[config.mk]
export PLATFORM = sky130hd
export DESIGN_NAME = spkctl_ctl_flat
export DESIGN_NICKNAME = d
export VERILOG_FILES = /design/src/spkctl_pkg.sv /design/src/spkctl_if.sv /design/src/spkctl_ctl.sv /design/src/flat_wrapper.sv
export SDC_FILE = /design/constraint.sdc
export NUM_CORES = 1
export LEC_CHECK = 0
export ABC_CLOCK_PERIOD_IN_PS = 2200
export BUFFER_PORTS_ARGS = -buffer_cell sky130_fd_sc_hd__buf_2
export CAP_MARGIN = 10
export CELL_PAD_IN_SITES_DETAIL_PLACEMENT = 0
export CELL_PAD_IN_SITES_GLOBAL_PLACEMENT = 1
export CORE_ASPECT_RATIO = 1.1
export CORE_UTILIZATION = 33
export CTS_BUF_LIST = sky130_fd_sc_hd__clkbuf_2
export CTS_CLUSTER_SIZE = 20
export DETAILED_ROUTE_END_ITERATION = 6
export HOLD_SLACK_MARGIN = 0.02
export PLACE_DENSITY_LB_ADDON = 0.1
export SLEW_MARGIN = 30
export SYNTH_ARGS = -nofsm -noshare
export SYNTH_HDL_FRONTEND = slang
export SYNTH_SLANG_ARGS = --single-unit
[constraint.sdc]
create_clock -name sys_clk_i -period 2.2 [get_ports sys_clk_i]
set_clock_uncertainty 0.2 [all_clocks]
set_input_delay 0.22 -clock sys_clk_i [delete_from_list [all_inputs] [get_ports sys_clk_i]]
set_output_delay 0.22 -clock sys_clk_i [all_outputs]
set_load 0.02 [all_outputs]
[src/spkctl_pkg.sv]
// Package of constants for the speakerphone serial control port
package spkctl_pkg;
  localparam int          SPKCTL_WORD_BITS   = 8;
  localparam int          SPKCTL_MODE_MSB    = 7;
  localparam int          SPKCTL_MODE_LSB    = 6;
  localparam int          SPKCTL_RANGE_BIT   = 5;
  localparam int          SPKCTL_MUTE_BIT    = 4;
  localparam int          SPKCTL_VOL_MSB     = 3;
  localparam int          SPKCTL_VOL_LSB     = 0;
  localparam logic [7:0]  SPKCTL_CTRL_RESET  = 8'h00;
  localparam logic [1:0]  SPKCTL_MODE_NORMAL = 2'h0;
  localparam logic [1:0]  SPKCTL_MODE_RX     = 2'h1;
  localparam logic [1:0]  SPKCTL_MODE_IDLE   = 2'h2;
  localparam logic [1:0]  SPKCTL_MODE_TX     = 2'h3;
  // Link clock timing
  localparam int          SPKCTL_SYS_MHZ     = 200;
  localparam int          SPKCTL_LINK_MAX_KHZ = 1000;
  localparam int          SPKCTL_LINK_HALF   = (SPKCTL_SYS_MHZ * 1000 + 2 * SPKCTL_LINK_MAX_KHZ - 1)
                                               / (2 * SPKCTL_LINK_MAX_KHZ);
  // APB register map of the controller
  localparam logic [7:0]  SPKCTL_REG_WORD    = 8'h00;
  localparam logic [7:0]  SPKCTL_REG_CTRL    = 8'h04;
  localparam logic [7:0]  SPKCTL_REG_STATUS  = 8'h08;
  localparam int          SPKCTL_CTRL_PD_BIT = 0;
  localparam int          SPKCTL_CTRL_RST_BIT = 1;
endpackage : spkctl_pkg

[src/spkctl_if.sv]
// Interface joining the speakerphone control port device and its controller
`timescale 1ns/1ps
`default_nettype none
interface spkctl_if;
  logic ser_clk;
  logic ser_data;
  logic latch_strobe;
  logic chip_power_down_input;
  logic reg_reset_n;

  modport dev (
    input ser_clk,
    input ser_data,
    input latch_strobe,
    input chip_power_down_input,
    input reg_reset_n
  );

  modport ctl (
    output ser_clk,
    output ser_data,
    output latch_strobe,
    output chip_power_down_input,
    output reg_reset_n
  );
endinterface : spkctl_if
`default_nettype wire

[src/spkctl_ctl.sv]
// Controller end: APB slave that shifts and latches control words
`timescale 1ns/1ps
`default_nettype none
module spkctl_ctl
  import spkctl_pkg::*;
#(
  parameter int HALF_CYC = SPKCTL_LINK_HALF
) (
  // Clock and reset
  input  wire logic        sys_clk_i,
  input  wire logic        rst_n_i,
  // APB slave
  input  wire logic        psel_i,
  input  wire logic        penable_i,
  input  wire logic        pwrite_i,
  input  wire logic [7:0]  paddr_i,
  input  wire logic [31:0] pwdata_i,
  output logic [31:0]      prdata_o,
  output logic             pready_o,
  output logic             pslverr_o,
  // Link
  spkctl_if.ctl            link
);
  typedef enum logic [2:0] {SC_IDLE, SC_LOW, SC_HIGH, SC_STRB, SC_DONE} spkctl_st_t;

  spkctl_st_t st;
  logic [7:0]  word;
  logic [7:0]  last_word;
  logic [2:0]  bit_idx;
  logic [7:0]  cnt;
  logic        pd;
  logic        rreset_n;
  logic        sclk;
  logic        sdat;
  logic        strb;

  // ---------------------------------------------------------------
  // APB decode
  // ---------------------------------------------------------------
  wire acc      = psel_i & penable_i;
  wire busy     = (st != SC_IDLE);
  wire wr_word  = acc & pwrite_i & (paddr_i == SPKCTL_REG_WORD) & ~busy;
  wire wr_ctrl  = acc & pwrite_i & (paddr_i == SPKCTL_REG_CTRL);
  wire known    = (paddr_i == SPKCTL_REG_WORD) | (paddr_i == SPKCTL_REG_CTRL) | (paddr_i == SPKCTL_REG_STATUS);
  wire cnt_done = (cnt == 8'(HALF_CYC - 1));
  assign pready_o  = 1'b1;
  assign pslverr_o = acc & (~known | (pwrite_i & (paddr_i == SPKCTL_REG_WORD) & busy));
  wire [31:0] rd_mux = (paddr_i == SPKCTL_REG_WORD)   ? {24'h000000, last_word} :
                       (paddr_i == SPKCTL_REG_CTRL)   ? {30'h0, ~rreset_n, pd} :
                       (paddr_i == SPKCTL_REG_STATUS) ? {31'h0, busy} : 32'h00000000;
  wire        rd_setup = psel_i & ~penable_i & ~pwrite_i;

  assign link.ser_clk               = sclk;
  assign link.ser_data              = sdat;
  assign link.latch_strobe          = strb;
  assign link.chip_power_down_input = pd;
  assign link.reg_reset_n           = rreset_n;

  // ---------------------------------------------------------------
  // Read data, captured in the setup cycle
  // ---------------------------------------------------------------
  always_ff @(posedge sys_clk_i or negedge rst_n_i) begin
    if (!rst_n_i) begin
      prdata_o <= 32'h00000000;
    end else if (rd_setup) begin
      prdata_o <= rd_mux;
    end
  end

  // ---------------------------------------------------------------
  // Control register
  // ---------------------------------------------------------------
  always_ff @(posedge sys_clk_i or negedge rst_n_i) begin
    if (!rst_n_i) begin
      pd       <= 1'b0;
      rreset_n <= 1'b1;
    end else if (wr_ctrl) begin
      pd       <= pwdata_i[SPKCTL_CTRL_PD_BIT];
      rreset_n <= ~pwdata_i[SPKCTL_CTRL_RST_BIT];
    end
  end

  // ---------------------------------------------------------------
  // Link sequencer, divided clock at most 1 MHz
  // ---------------------------------------------------------------
  always_ff @(posedge sys_clk_i or negedge rst_n_i) begin
    if (!rst_n_i) begin
      st        <= SC_IDLE;
      word      <= 8'h00;
      last_word <= 8'h00;
      bit_idx   <= 3'h0;
      cnt       <= 8'h00;
      sclk      <= 1'b0;
      sdat      <= 1'b0;
      strb      <= 1'b0;
    end else begin
      cnt <= (busy && !cnt_done) ? cnt + 8'h01 : 8'h00;
      case (st)
        SC_IDLE: begin
          if (wr_word) begin
            word      <= pwdata_i[7:0];
            last_word <= pwdata_i[7:0];
            bit_idx   <= 3'h7;
            sdat      <= pwdata_i[7];
            st        <= SC_LOW;
          end
        end
        SC_LOW: begin
          if (cnt_done) begin
            sclk <= 1'b1;
            st   <= SC_HIGH;
          end
        end
        SC_HIGH: begin
          if (cnt_done) begin
            sclk <= 1'b0;
            strb <= 1'b0;
            if (bit_idx == 3'h0) begin
              st <= SC_STRB;
            end else begin
              bit_idx <= bit_idx - 3'h1;
              sdat    <= word[bit_idx - 3'h1];
              st      <= SC_LOW;
            end
          end
        end
        SC_STRB: begin
          if (cnt_done) begin
            strb <= 1'b1;
            st   <= SC_DONE;
          end
        end
        SC_DONE: begin
          if (cnt_done) begin
            strb <= 1'b0;
            st   <= SC_IDLE;
          end
        end
        default: begin
          st <= SC_IDLE;
        end
      endcase
    end
  end
endmodule : spkctl_ctl
`default_nettype wire

[src/flat_wrapper.sv]
// flat-port wrapper written by rule: the top's interface ports become plain ports
module spkctl_ctl_flat import spkctl_pkg::*;
#(
  parameter int HALF_CYC = SPKCTL_LINK_HALF
)
  (sys_clk_i, rst_n_i, psel_i, penable_i, pwrite_i, paddr_i, pwdata_i, prdata_o, pready_o, pslverr_o, link_ser_clk, link_ser_data, link_latch_strobe, link_chip_power_down_input, link_reg_reset_n);
  spkctl_if link_i ();
  input  wire logic sys_clk_i;
  input  wire logic rst_n_i;
  input  wire logic psel_i;
  input  wire logic penable_i;
  input  wire logic pwrite_i;
  input  wire logic [7:0] paddr_i;
  input  wire logic [31:0] pwdata_i;
  output logic [31:0] prdata_o;
  output logic pready_o;
  output logic pslverr_o;
  output wire logic [$bits(link_i.ser_clk)-1:0] link_ser_clk;
  output wire logic [$bits(link_i.ser_data)-1:0] link_ser_data;
  output wire logic [$bits(link_i.latch_strobe)-1:0] link_latch_strobe;
  output wire logic [$bits(link_i.chip_power_down_input)-1:0] link_chip_power_down_input;
  output wire logic [$bits(link_i.reg_reset_n)-1:0] link_reg_reset_n;
  assign link_ser_clk = link_i.ser_clk;
  assign link_ser_data = link_i.ser_data;
  assign link_latch_strobe = link_i.latch_strobe;
  assign link_chip_power_down_input = link_i.chip_power_down_input;
  assign link_reg_reset_n = link_i.reg_reset_n;
  spkctl_ctl #(.HALF_CYC(HALF_CYC)) u_core (.sys_clk_i(sys_clk_i), .rst_n_i(rst_n_i), .psel_i(psel_i), .penable_i(penable_i), .pwrite_i(pwrite_i), .paddr_i(paddr_i), .pwdata_i(pwdata_i), .prdata_o(prdata_o), .pready_o(pready_o), .pslverr_o(pslverr_o), .link(link_i));
endmodule
==> out/summary.txt, run 1 <==
Gate Count Post-Synth -> 183
I/O pin count -> 84
maximum vdd drop -> 203 uV
required time reported for the critical path endpoint -> 2.28 ns
Least-Margin Pin Slew -> 0.784 ns
clock edge transition at the registers on the reported setup and hold paths -> 0.19 ns
timing startpoint of the critical path -> u_core.cnt[1]$_DFF_PN0_
final critical delay including setup and external delays -> 2.31 ns
asr flop ratio synth -> 100%
logic gate share of total power -> 12.4%
switching power total -> 317 uW
TritonCTS Sinks -> 35
count of cells along the worst register-to-register path -> 5
area grow syn2layout -> 24.1%
startpoint class of the critical path -> flop
# fillers -> 570
DRT Pass-1 Iters -> 4
number of buffer and inverter instances along the worst setup path -> 0
initial core utilization -> 35.2%
root cell of the clock tree -> sky130_fd_sc_hd__clkbuf_2
RD Place Congestion -> 0.719
count of distinct cell types in the synthesized netlist -> 42
global-route wire length before repair -> 6490 um
number of vias in the routed layout -> 1486
critical path endpoint -> u_core.bit_idx[0]$_DFFE_PN0P_
Achievable Freq -> 0.432 GHz
layout cell share with drive strength beyond 1 -> 35.2%
number of diodes added for antenna fixing -> 0
category of the most critical setup path -> reg2reg
final setup margin -> -0.115 ns
reg2reg end -> u_core.bit_idx[0]$_DFFE_PN0P_
reported max-cap violation count -> 0
cell area after synthesis -> 1950 um^2
proportion of power drawn by flip-flops and latches -> 60.4%
later-pin clock latency in the skew report -> 0.37 ns
Final HPWL DP -> 3020 um
Primary FF master, synth -> sky130_fd_sc_hd__dfrtp_1
kind of cell adding the most delay to the critical path -> simple AND/OR/NAND/NOR gates
clock tree from TritonCTS -> done
number of antenna-violating nets in the routed design -> 0
cell depth of the worst setup path -> 5
Worst Hold Slack -> 0.0563 ns
Post-Route WL -> 4060 um
RSZ-0062 raised after global routing -> yes
Avg Synthesized Cell Area -> 10.6 um^2
number of nets at the end of the flow -> 297
switching share of power -> 29.2%
Final period util -> 105%
worst r2r src -> u_core.cnt[1]$_DFF_PN0_
CP Capture Type -> flop
most frequent cells in the layout -> 34 x sky130_fd_sc_hd__buf_2, 34 x sky130_fd_sc_hd__dfrtp_1, 25 x sky130_fd_sc_hd__conb_1
number of buffers inserted during clock tree synthesis -> 5
pin count of the biggest net entering global routing -> 36
violated checks -> setup timing
width of the die -> 75.3 um
die span in y -> 82.6 um
via count of the first global-routing pass -> 1416
flip-flop and latch count after synthesis -> 35
max-slew violation count -> 0
die area -> 6210 um^2
count of buffers inserted at the top-level ports -> 34
post-DR vias/cell -> 4.57
area of all placed cells without fillers -> 2420 um^2
standby leakage power -> 0.00117 uW
number of hold violations in the final report -> 0
outcome -> finished with violations
Core ar. -> 5540 um^2
Crit path top cell by count -> sky130_fd_sc_hd__or4b_4
Site Rows -> 28
final setup violating endpoints -> 4
maximum level of the CTS H-tree -> 2
largest fanout on the critical path -> 3
arrival time of data at the critical path endpoint -> 2.39 ns
Setup TNS -> -0.380 ns
number of antenna violations at the first check in global routing -> 0
Critical Path Max Stage Delay -> 0.55 ns
clock share of power -> 27.2%
kind of path behind the tightest hold check -> in2reg
Cell Pwr Density -> 448 nW/um^2
Tot GR Track Use -> 14.1%
slowest stage cell on the critical path -> sky130_fd_sc_hd__or4b_4
number of enable flip-flop cells after synthesis -> 0
Rel. slew slack -> 47.7%
portion of the post-synthesis area used by sequential elements -> 45.0%
Clock Path Buffers -> 2
internal power summed over all cells -> 768 uW
DRC violation count after routing -> 0
wire length per cell -> 12.5 um
series of cell instances along the critical path -> ha_2 > or4b_4 > or4b_4 > o41ai_4 > mux2_4
instance area after placement -> 2240 um^2
Register-to-Register Setup Slack -> -0.11 ns
grt total ovfl -> 0
number of design-rule violations left by the first detailed-router iteration -> 59
number of warnings issued by yosys -> 0
what timing repair did:
action | in CTS | in global routing
gates resized for setup | 1 | 3
buffers inserted | 0 | 3
setup endpoints to repair | 4 | 7
pin swaps | 1 | 1
hold buffers | 10 | 0
endpoints found under the hold margin | 45 | 0
power groups by stage:
stage / clock network (uW) / logic, uW / registers (uW)
detailed placement: 0 / 121 / 667
global placement: 0 / 120 / 666
floorplan: 0 / 107 / 668
global route: 338 / 151 / 657
finish: 295 / 135 / 655
CTS: 312 / 135 / 655
layer usage:
| layer | share of wire [%] | GRT usage [%] |
|---|---|---|
| met1 | 45 | 17.9 |
| met2 | 49 | 23.3 |
| met3 | 4.7 | 3.28 |
| met4 | 1.5 | 5.56 |
| met5 | 0 | 0 |
cells in the mapped netlist (3+ instances only):
master	number	area share (%)
sky130_fd_sc_hd__inv_1	6	1.2
sky130_fd_sc_hd__buf_4	25	9.6
sky130_fd_sc_hd__a22o_1	6	2.7
sky130_fd_sc_hd__mux2_4	3	2.3
sky130_fd_sc_hd__o21ai_0	3	0.77
sky130_fd_sc_hd__nor3_1	4	1.0
sky130_fd_sc_hd__xnor2_1	5	2.2
sky130_fd_sc_hd__mux2i_1	3	1.5
sky130_fd_sc_hd__nor2_1	16	3.1
sky130_fd_sc_hd__a21oi_1	4	1.0
sky130_fd_sc_hd__dfrtp_1	34	44
sky130_fd_sc_hd__clkbuf_1	5	0.96
sky130_fd_sc_hd__mux2_2	10	5.8
sky130_fd_sc_hd__a211oi_1	3	1.2
sky130_fd_sc_hd__ha_1	3	1.9
sky130_fd_sc_hd__nand2_1	13	2.5
sky130_fd_sc_hd__nand3_1	5	1.3
worst reg2reg max path: stages, from the launching register on:
cell	delay [ns]
sky130_fd_sc_hd__dfrtp_1	0.39
sky130_fd_sc_hd__ha_2	0.18
sky130_fd_sc_hd__or4b_4	0.46
sky130_fd_sc_hd__or4b_4	0.55
sky130_fd_sc_hd__o41ai_4	0.10
sky130_fd_sc_hd__mux2_4	0.34
cells by family after synthesis:
family | after synthesis | share of synthesized area (%)
AOI/OAI and AO/OA | 25 | 10.1
xor gates and xnor gates | 7 | 3.15
adders and majority gates | 3 | 1.93
buffers and inverters | 37 | 12.0
DFF | 35 | 45.0
muxes | 18 | 11.9
other | 2 | 0.386
and+or+nand+nor | 56 | 15.4
worst min path at each step:
stage               start                                             to  slack (ns)  cells after the start
5_1_grt        paddr_i[0]                 u_core.prdata_o[0]$_DFFE_PN0P_        0.04                      4
6_report       paddr_i[1]                 u_core.prdata_o[1]$_DFFE_PN0P_        0.06                      4
4_1_cts        paddr_i[1]                 u_core.prdata_o[1]$_DFFE_PN0P_        0.02                      4
3_5_place_dp      rst_n_i  u_core.link.chip_power_down_input$_DFFE_PN0P_        0.16                      1
3_3_place_gp      rst_n_i  u_core.link.chip_power_down_input$_DFFE_PN0P_        0.15                      1
2_1_floorplan     rst_n_i                  u_core.bit_idx[0]$_DFFE_PN0P_       -0.28                      0
final cells by class:
type / instances / area [um^2] / share of cell area (%)
well taps: 75 / 93.8 / 3.88
inverters: 6 / 22.5 / 0.931
flip-flops and latches: 35 / 877 / 36.3
repair buffers: 67 / 443 / 18.3
clock buffers: 5 / 25.0 / 1.03
clock inverters: 3 / 15.0 / 0.621
multi-input cells: 134 / 942 / 39.0
sequential cells by signal, summed over array words and instances (netlist names):
name,flops
u_core.prdata_o,8
u_core.link.ser_clk,1
u_core.link.reg_reset_n,1
u_core.link.latch_strobe,1
u_core.link.chip_power_down_input,1
u_core.link.ser_data,1
u_core.st,3
u_core.bit_idx,3
u_core.word,8
u_core.cnt,8
metrics by stage:
step,power [uW],utilization (%),cells,setup slack (ns)
after floorplan,775,-,206,-0.127
after global placement,786,40.5,304,-0.0916
after detailed placement,787,40.5,304,-0.119
after CTS,1100,43.1,322,-0.143
after global routing,1150,43.7,325,-0.190
final,1080,43.7,325,-0.115
(Power assumes the default switching activity.)
==> run 2: changes to the inputs <==
--- a/config.mk
+++ b/config.mk
@@ -5,13 +5,13 @@
 export SDC_FILE = /design/constraint.sdc
 export NUM_CORES = 1
 export LEC_CHECK = 0
-export ABC_CLOCK_PERIOD_IN_PS = 2200
+export ABC_CLOCK_PERIOD_IN_PS = 3000
 export BUFFER_PORTS_ARGS = -buffer_cell sky130_fd_sc_hd__buf_2
 export CAP_MARGIN = 10
 export CELL_PAD_IN_SITES_DETAIL_PLACEMENT = 0
 export CELL_PAD_IN_SITES_GLOBAL_PLACEMENT = 1
 export CORE_ASPECT_RATIO = 1.1
-export CORE_UTILIZATION = 33
+export CORE_UTILIZATION = 35
 export CTS_BUF_LIST = sky130_fd_sc_hd__clkbuf_2
 export CTS_CLUSTER_SIZE = 20
 export DETAILED_ROUTE_END_ITERATION = 6
==> constraint.sdc (replaced) <==
create_clock -name sys_clk_i -period 3 [get_ports sys_clk_i]
set_clock_uncertainty 0.2 [all_clocks]
set_input_delay 0.3 -clock sys_clk_i [delete_from_list [all_inputs] [get_ports sys_clk_i]]
set_output_delay 0.3 -clock sys_clk_i [all_outputs]
set_load 0.02 [all_outputs]
==> run 2 against run 1 <==
  * The run now ends clean
  * Sequential share of layout area increased by 2.7 points
  * Global-route usage about the same
  * Die area decreased by 5.6%
  * Hold slack improved by 0.052 ns
  * Non-clock buffer count decreased by 21
  * Cell area decreased by 6.9%
  * Wire length decreased by 10%
  * Critical path type is now reg2out
  * Critical endpoint is now pslverr_o
  * Highest routed layer unchanged
==> out/summary.txt, run 2 (synthesized netlist as in run 1, its figures left out) <==
outcome -> complete, no violations (was finished with violations)
Setup TNS -> 0 ns (was -0.380 ns)
maximum level of the CTS H-tree -> 2 (unchanged)
total power consumption of the routed design -> 809 uW (was 1080 uW)
Final HPWL DP -> 2690 um (was 3020 um)
cell depth of the worst setup path -> 6 (was 5)
post-DR vias/cell -> 4.64 (was 4.57)
number of hold violations in the final report -> 0 (unchanged)
count of buffers inserted at the top-level ports -> 34 (unchanged)
grt total ovfl -> 0 (unchanged)
slowest stage cell on the critical path -> sky130_fd_sc_hd__dfrtp_1 (was sky130_fd_sc_hd__or4b_4)
Least-Margin Pin Slew -> 0.782 ns (was 0.784 ns)
most frequent cells in the layout -> 34 x sky130_fd_sc_hd__buf_2, 34 x sky130_fd_sc_hd__dfrtp_1, 25 x sky130_fd_sc_hd__conb_1 (unchanged)
number of vias in the routed layout -> 1411 (was 1486)
instance area after placement -> 2100 um^2 (was 2240 um^2)
TritonCTS Sinks -> 35 (unchanged)
standby leakage power -> 0.00106 uW (was 0.00117 uW)
top flop regs -> u_core.cnt: 8 flops, u_core.prdata_o: 8 flops, u_core.word: 8 flops (unchanged)
Site Rows -> 28 (unchanged)
Clock Path Buffers -> 2 (unchanged)
Post-Route WL -> 3660 um (was 4060 um)
later-pin clock latency in the skew report -> 0.39 ns (was 0.37 ns)
critical path endpoint -> pslverr_o (was u_core.bit_idx[0]$_DFFE_PN0P_)
category of the most critical setup path -> reg2out (was reg2reg)
timing startpoint of the critical path -> u_core.st[1]$_DFFE_PN0P_ (was u_core.cnt[1]$_DFF_PN0_)
Tot GR Track Use -> 14.2% (was 14.1%)
Achievable Freq -> 0.402 GHz
global-route wire length before repair -> 6400 um (was 6490 um)
number of nets at the end of the flow -> 276 (was 297)
via count of the first global-routing pass -> 1397 (was 1416)
area of all placed cells without fillers -> 2250 um^2 (was 2420 um^2)
Register-to-Register Setup Slack -> 0.56 ns (was -0.11 ns)
# fillers -> 542 (was 570)
number of antenna violations at the first check in global routing -> 0 (unchanged)
series of cell instances along the critical path -> nor3_1 > buf_4 > nor4b_1 > a211oi_1 > nor2_1 > buf_2 (was ha_2 > or4b_4 > or4b_4 > o41ai_4 > mux2_4)
layout cell share with drive strength beyond 1 -> 27.9% (was 35.2%)
Cell Pwr Density -> 359 nW/um^2 (was 448 nW/um^2)
RD Place Congestion -> 0.701 (was 0.719)
initial core utilization -> 36.3% (was 35.2%)
post-cts gate resize count -> 0 (was 1)
post-layout util -> 42.0% (was 43.7%)
reg2reg end -> u_core.link.ser_data$_DFFE_PN0P_ (was u_core.bit_idx[0]$_DFFE_PN0P_)
arrival time of data at the critical path endpoint -> 1.99 ns (was 2.39 ns)
DRC violation count after routing -> 0 (unchanged)
I/O pin count -> 84 (unchanged)
DRT Pass-1 Iters -> 4 (unchanged)
kind of cell adding the most delay to the critical path -> flip-flops (was simple AND/OR/NAND/NOR gates)
largest fanout on the critical path -> 16 (was 3)
maximum vdd drop -> 152 uV (was 203 uV)
Final period util -> 83.0%
width of the die -> 73.1 um (was 75.3 um)
number of diodes added for antenna fixing -> 0 (unchanged)
clock edge transition at the registers on the reported setup and hold paths -> 0.20 ns (was 0.19 ns)
final critical delay including setup and external delays -> 2.49 ns
final setup violating endpoints -> 0 (was 4)
max-slew violation count -> 0 (unchanged)
area grow syn2layout -> 15.5% (was 24.1%)
number of buffer and inverter instances along the worst setup path -> 2 (was 0)
startpoint class of the critical path -> flop (unchanged)
pin count of the biggest net entering global routing -> 36 (unchanged)
root cell of the clock tree -> sky130_fd_sc_hd__clkbuf_2 (unchanged)
wire length per cell -> 12.0 um (was 12.5 um)
Critical Path Max Stage Delay -> 0.59 ns (was 0.55 ns)
Rel. slew slack -> 47.9% (was 47.7%)
kind of path behind the tightest hold check -> in2reg (unchanged)
Core ar. -> 5360 um^2 (was 5540 um^2)
worst r2r src -> u_core.cnt[0]$_DFF_PN0_ (was u_core.cnt[1]$_DFF_PN0_)
reported max-cap violation count -> 0 (unchanged)
CP Capture Type -> primary output (was flop)
number of antenna-violating nets in the routed design -> 0 (unchanged)
number of design-rule violations left by the first detailed-router iteration -> 69 (was 59)
RSZ-0062 raised after global routing -> no (was yes)
number of buffers inserted during clock tree synthesis -> 5 (unchanged)
die area -> 5870 um^2 (was 6210 um^2)
clock tree from TritonCTS -> done (unchanged)
required time reported for the critical path endpoint -> 2.50 ns (was 2.28 ns)
die span in y -> 80.2 um (was 82.6 um)
count of cells along the worst register-to-register path -> 5 (unchanged)
## run 2: cell types whose count changed in the layout (fill, tap and decap cells not counted), sizes merged
cell and change:
buf -21, clkinv -2, clkinvlp +1, inv +1
## run 2: cell type report
type                            count  area, um^2  area share [%]
Sequential cell                    35         877            39.0
Inverter                            6        22.5            1.00
Clock buffer                        5        25.0            1.11
Multi-Input combinational cell    134         923            41.0
Timing Repair Buffer               46         285            12.7
Clock inverter                      3        23.8            1.06
Tap cell                           75        93.8            4.17
## run 2: timing repair
action | in CTS | in global routing
hold endpoints to repair | 45 | 0
setup buffers | 0 | 0
hold buffers | 10 | 0
## run 2: power breakdown
| group | leakage (uW) | internal, uW | switching [uW] | total [uW] |
|---|---|---|---|---|
| logic | 0.000555 | 31.1 | 62.1 | 93.2 |
| clock network | 0.0000256 | 59.6 | 174 | 234 |
| registers | 0.000483 | 477 | 4.64 | 482 |
## run 2: metrics by stage
| step | setup slack, ns | std cells | hold slack [ns] |
|---|---|---|---|
| floorplan | 0.640 | 206 | -0.196 |
| global placement | 0.541 | 286 | 0.225 |
| detailed placement | 0.542 | 286 | 0.238 |
| CTS | 0.468 | 304 | 0.0896 |
| global route | 0.329 | 304 | 0.0817 |
| finish | 0.510 | 304 | 0.108 |
## run 2: how the worst min path moves through the flow
stage	start	end	slack, ns	cells past startpoint
2_1_floorplan	rst_n_i	u_core.bit_idx[0]$_DFFE_PN0P_	-0.20	0
3_3_place_gp	rst_n_i	u_core.link.ser_clk$_DFFE_PN0P_	0.23	1
3_5_place_dp	rst_n_i	u_core.st[2]$_DFFE_PN0P_	0.24	1
4_1_cts	paddr_i[0]	u_core.prdata_o[0]$_DFFE_PN0P_	0.09	4
5_1_grt	paddr_i[0]	u_core.prdata_o[0]$_DFFE_PN0P_	0.08	4
6_report	paddr_i[0]	u_core.prdata_o[0]$_DFFE_PN0P_	0.11	4
## run 2: layer usage
layer | GRT usage (%) | vias up | wire, um
li1 | - | 681 | -
met1 | 17.7 | 684 | 1680
met2 | 23.2 | 40 | 1750
met3 | 3.51 | 6 | 168
met4 | 5.88 | 0 | 59
met5 | 0 | - | 0
## run 2: worst register-to-register path: stages (launching register included)
cell                      delay, ns
sky130_fd_sc_hd__dfrtp_1       0.42
sky130_fd_sc_hd__ha_1          0.23
sky130_fd_sc_hd__or4b_4        0.49
sky130_fd_sc_hd__or4b_4        0.58
sky130_fd_sc_hd__o41ai_4       0.10
sky130_fd_sc_hd__mux2_4        0.34
==> run 3: changes to the inputs <==
--- a/config.mk
+++ b/config.mk
@@ -5,13 +5,13 @@
 export SDC_FILE = /design/constraint.sdc
 export NUM_CORES = 1
 export LEC_CHECK = 0
-export ABC_CLOCK_PERIOD_IN_PS = 3000
+export ABC_CLOCK_PERIOD_IN_PS = 2180
 export BUFFER_PORTS_ARGS = -buffer_cell sky130_fd_sc_hd__buf_2
 export CAP_MARGIN = 10
 export CELL_PAD_IN_SITES_DETAIL_PLACEMENT = 0
 export CELL_PAD_IN_SITES_GLOBAL_PLACEMENT = 1
 export CORE_ASPECT_RATIO = 1.1
-export CORE_UTILIZATION = 35
+export CORE_UTILIZATION = 33
 export CTS_BUF_LIST = sky130_fd_sc_hd__clkbuf_2
 export CTS_CLUSTER_SIZE = 20
 export DETAILED_ROUTE_END_ITERATION = 6
==> constraint.sdc (replaced) <==
create_clock -name sys_clk_i -period 2.18 [get_ports sys_clk_i]
set_clock_uncertainty 0.2 [all_clocks]
set_input_delay 0.218 -clock sys_clk_i [delete_from_list [all_inputs] [get_ports sys_clk_i]]
set_output_delay 0.218 -clock sys_clk_i [all_outputs]
set_load 0.02 [all_outputs]
==> run 3 against run 2 <==
  * The run now ends with setup timing left
  * Setup slack lost 0.64 ns
  * Core utilization grew 3.2 points
  * Sequential share of layout area decreased by 3.8 points
  * Count of clock-buffer cells in the layout grew 1
  * Sequential power up 37%
  * Combinational power up 51%
  * Hold slack lost 0.052 ns
  * Critical path type is now reg2reg
  * Largest power group unchanged
==> out/summary.txt, run 3 (synthesized netlist as in run 1, its figures left out) <==
final critical delay including setup and external delays -> 2.31 ns
category of the most critical setup path -> reg2reg (was reg2out)
Core ar. -> 5540 um^2 (was 5360 um^2)
count of cells along the worst register-to-register path -> 5 (unchanged)
final setup margin -> -0.134 ns (was 0.510 ns)
hold depth -> 4 (unchanged)
total length of routed met2 wires -> 1890 um (was 1750 um)
number of nets at the end of the flow -> 297 (was 276)
Worst Hold Slack -> 0.0565 ns (was 0.108 ns)
number of hold violations in the final report -> 0 (unchanged)
startpoint of the most critical hold path -> paddr_i[0] (unchanged)
root cell of the clock tree -> sky130_fd_sc_hd__clkbuf_2 (unchanged)
grt total ovfl -> 0 (unchanged)
area grow syn2layout -> 28.3% (was 15.5%)
RSZ-0062 raised after global routing -> yes (was no)
TritonCTS Sinks -> 35 (unchanged)
# placed instances -> 304 (was 286)
Rel. slew slack -> 47.1% (was 47.9%)
number of buffers inserted during clock tree synthesis -> 5 (unchanged)
Clock Path Buffers -> 2 (unchanged)
Achievable Freq -> 0.432 GHz
number of vias in the routed layout -> 1477 (was 1411)
Tot GR Track Use -> 14.4% (was 14.2%)
outcome -> finished with violations (was complete, no violations)
width of the die -> 75.3 um (was 73.1 um)
final setup violating endpoints -> 4 (was 0)
startpoint class of the critical path -> flop (unchanged)
kind of path behind the tightest hold check -> in2reg (unchanged)
worst setup timing slack at the placement stage -> -0.129 ns (was 0.542 ns)
reported max-cap violation count -> 0 (unchanged)
top flop regs -> u_core.cnt: 8 flops, u_core.prdata_o: 8 flops, u_core.word: 8 flops (unchanged)
most frequent cells in the layout -> 33 x sky130_fd_sc_hd__buf_2, 32 x sky130_fd_sc_hd__dfrtp_1, 25 x sky130_fd_sc_hd__conb_1 (was 34 x sky130_fd_sc_hd__buf_2, 34 x sky130_fd_sc_hd__dfrtp_1, 25 x sky130_fd_sc_hd__conb_1)
clock edge transition at the registers on the reported setup and hold paths -> 0.19 ns (was 0.20 ns)
maximum level of the CTS H-tree -> 2 (unchanged)
required time reported for the critical path endpoint -> 2.25 ns (was 2.50 ns)
maximum vdd drop -> 352 uV (was 152 uV)
arrival time of data at the critical path endpoint -> 2.39 ns (was 1.99 ns)
number of diodes added for antenna fixing -> 0 (unchanged)
number of antenna violations at the first check in global routing -> 0 (unchanged)
reg2reg end -> u_core.bit_idx[1]$_DFFE_PN0P_ (was u_core.link.ser_data$_DFFE_PN0P_)
# fillers -> 540 (was 542)
layout cell share with drive strength beyond 1 -> 37.2% (was 27.9%)
initial core utilization -> 35.2% (was 36.3%)
max-slew violation count -> 0 (unchanged)
CP Capture Type -> flop (was primary output)
Met3 Routed Length -> 175 um (was 168 um)
Final Instance Count excl. Fillers -> 325 (was 304)
global-route wire length before repair -> 6730 um (was 6400 um)
wire length per cell -> 12.2 um (was 12.0 um)
highest routed layer -> met4 (unchanged)
I/O pin count -> 84 (unchanged)
violated checks -> setup timing
Cell Pwr Density -> 535 nW/um^2 (was 359 nW/um^2)
DRC violation count after routing -> 0 (unchanged)
later-pin clock latency in the skew report -> 0.38 ns (was 0.39 ns)
worst hold endpoint -> u_core.prdata_o[1]$_DFFE_PN0P_ (was u_core.prdata_o[0]$_DFFE_PN0P_)
area of the multi-input gates -> 965 um^2 (was 923 um^2)
die area -> 6210 um^2 (was 5870 um^2)
clock tree from TritonCTS -> done (unchanged)
Site Rows -> 28 (unchanged)
Final period util -> 106%
number of antenna-violating nets in the routed design -> 0 (unchanged)
sequential cell area -> 880 um^2 (was 877 um^2)
die span in y -> 82.6 um (was 80.2 um)
Least-Margin Pin Slew -> 0.793 ns (was 0.782 ns)
Post-Route WL -> 3980 um (was 3660 um)
Final HPWL DP -> 2950 um (was 2690 um)
standby leakage power -> 0.00122 uW (was 0.00106 uW)
count of buffers inserted at the top-level ports -> 34 (unchanged)
pin count of the biggest net entering global routing -> 36 (unchanged)
worst r2r src -> u_core.cnt[1]$_DFF_PN0_ (was u_core.cnt[0]$_DFF_PN0_)
largest fanout on the critical path -> 3 (was 16)
post-DR vias/cell -> 4.54 (was 4.64)
RD Place Congestion -> 0.739 (was 0.701)
number of design-rule violations left by the first detailed-router iteration -> 43 (was 69)
detailed-route wire length on metal 1 -> 1850 um (was 1680 um)
Register-to-Register Setup Slack -> -0.13 ns (was 0.56 ns)
DRT Pass-1 Iters -> 4 (unchanged)
via count of the first global-routing pass -> 1514 (was 1397)
most common cell after layout, fill and taps aside -> sky130_fd_sc_hd__buf_2
-- run 3: worst max-delay path: stages, from the launching register on --
cell,delay (ns)
sky130_fd_sc_hd__dfrtp_1,0.39
sky130_fd_sc_hd__ha_2,0.18
sky130_fd_sc_hd__or4b_4,0.46
sky130_fd_sc_hd__or4b_4,0.55
sky130_fd_sc_hd__o41ai_4,0.10
sky130_fd_sc_hd__mux2_4,0.34
-- run 3: metal layers --
layer	vias to the layer above	GRT usage, %
met5	-	0
met4	0	5.56
met3	5	3.28
met2	37	24.8
met1	709	17.4
li1	726	-
-- run 3: cell type report --
class,instances,share of cell area [%]
tap,75,3.75
inverter,6,0.901
clock inverter,2,2.40
multi-input combinational,134,38.6
sequential,35,35.2
clock buffer,6,1.20
timing repair buffer,67,18.0
-- run 3: worst max-delay path by stage --
stage	from	to	slack, ns	cells past startpoint
2_1_floorplan	u_core.cnt[0]$_DFF_PN0_	u_core.link.ser_data$_DFFE_PN0P_	-0.15	5
3_3_place_gp	u_core.cnt[1]$_DFF_PN0_	u_core.link.ser_data$_DFFE_PN0P_	-0.11	5
3_5_place_dp	u_core.cnt[1]$_DFF_PN0_	u_core.bit_idx[0]$_DFFE_PN0P_	-0.13	5
4_1_cts	u_core.cnt[1]$_DFF_PN0_	u_core.bit_idx[1]$_DFFE_PN0P_	-0.15	5
5_1_grt	u_core.cnt[1]$_DFF_PN0_	u_core.bit_idx[1]$_DFFE_PN0P_	-0.19	5
6_report	u_core.cnt[1]$_DFF_PN0_	u_core.bit_idx[1]$_DFFE_PN0P_	-0.13	5
-- run 3: stage by stage --
step           util, %  setup TNS (ns)  instance area [um^2]  total power [uW]
2_1_floorplan        -          -0.440                  2040               782
3_3_place_gp      40.5          -0.361                  2240               795
3_5_place_dp      40.5          -0.461                  2240               796
4_1_cts           44.1          -0.531                  2440              1350
5_1_grt           45.2          -0.736                  2500              1400
6_report          45.2          -0.429                  2500              1340
-- run 3: timing repair --
item                                    in CTS  in global routing
setup buffers                                0                  3
pin swaps                                    0                  3
hold endpoints to repair                    45                  0
endpoints found under the setup margin       5                  9
hold buffers                                10                  0
gates resized for setup                      3                  8
-- run 3: report_power, final --
| part | internal [uW] | switching, uW | leakage [uW] |
|---|---|---|---|
| sequential | 656 | 4.86 | 0.000479 |
| combinational | 49.7 | 91.4 | 0.000686 |
| clock | 314 | 220 | 0.0000532 |
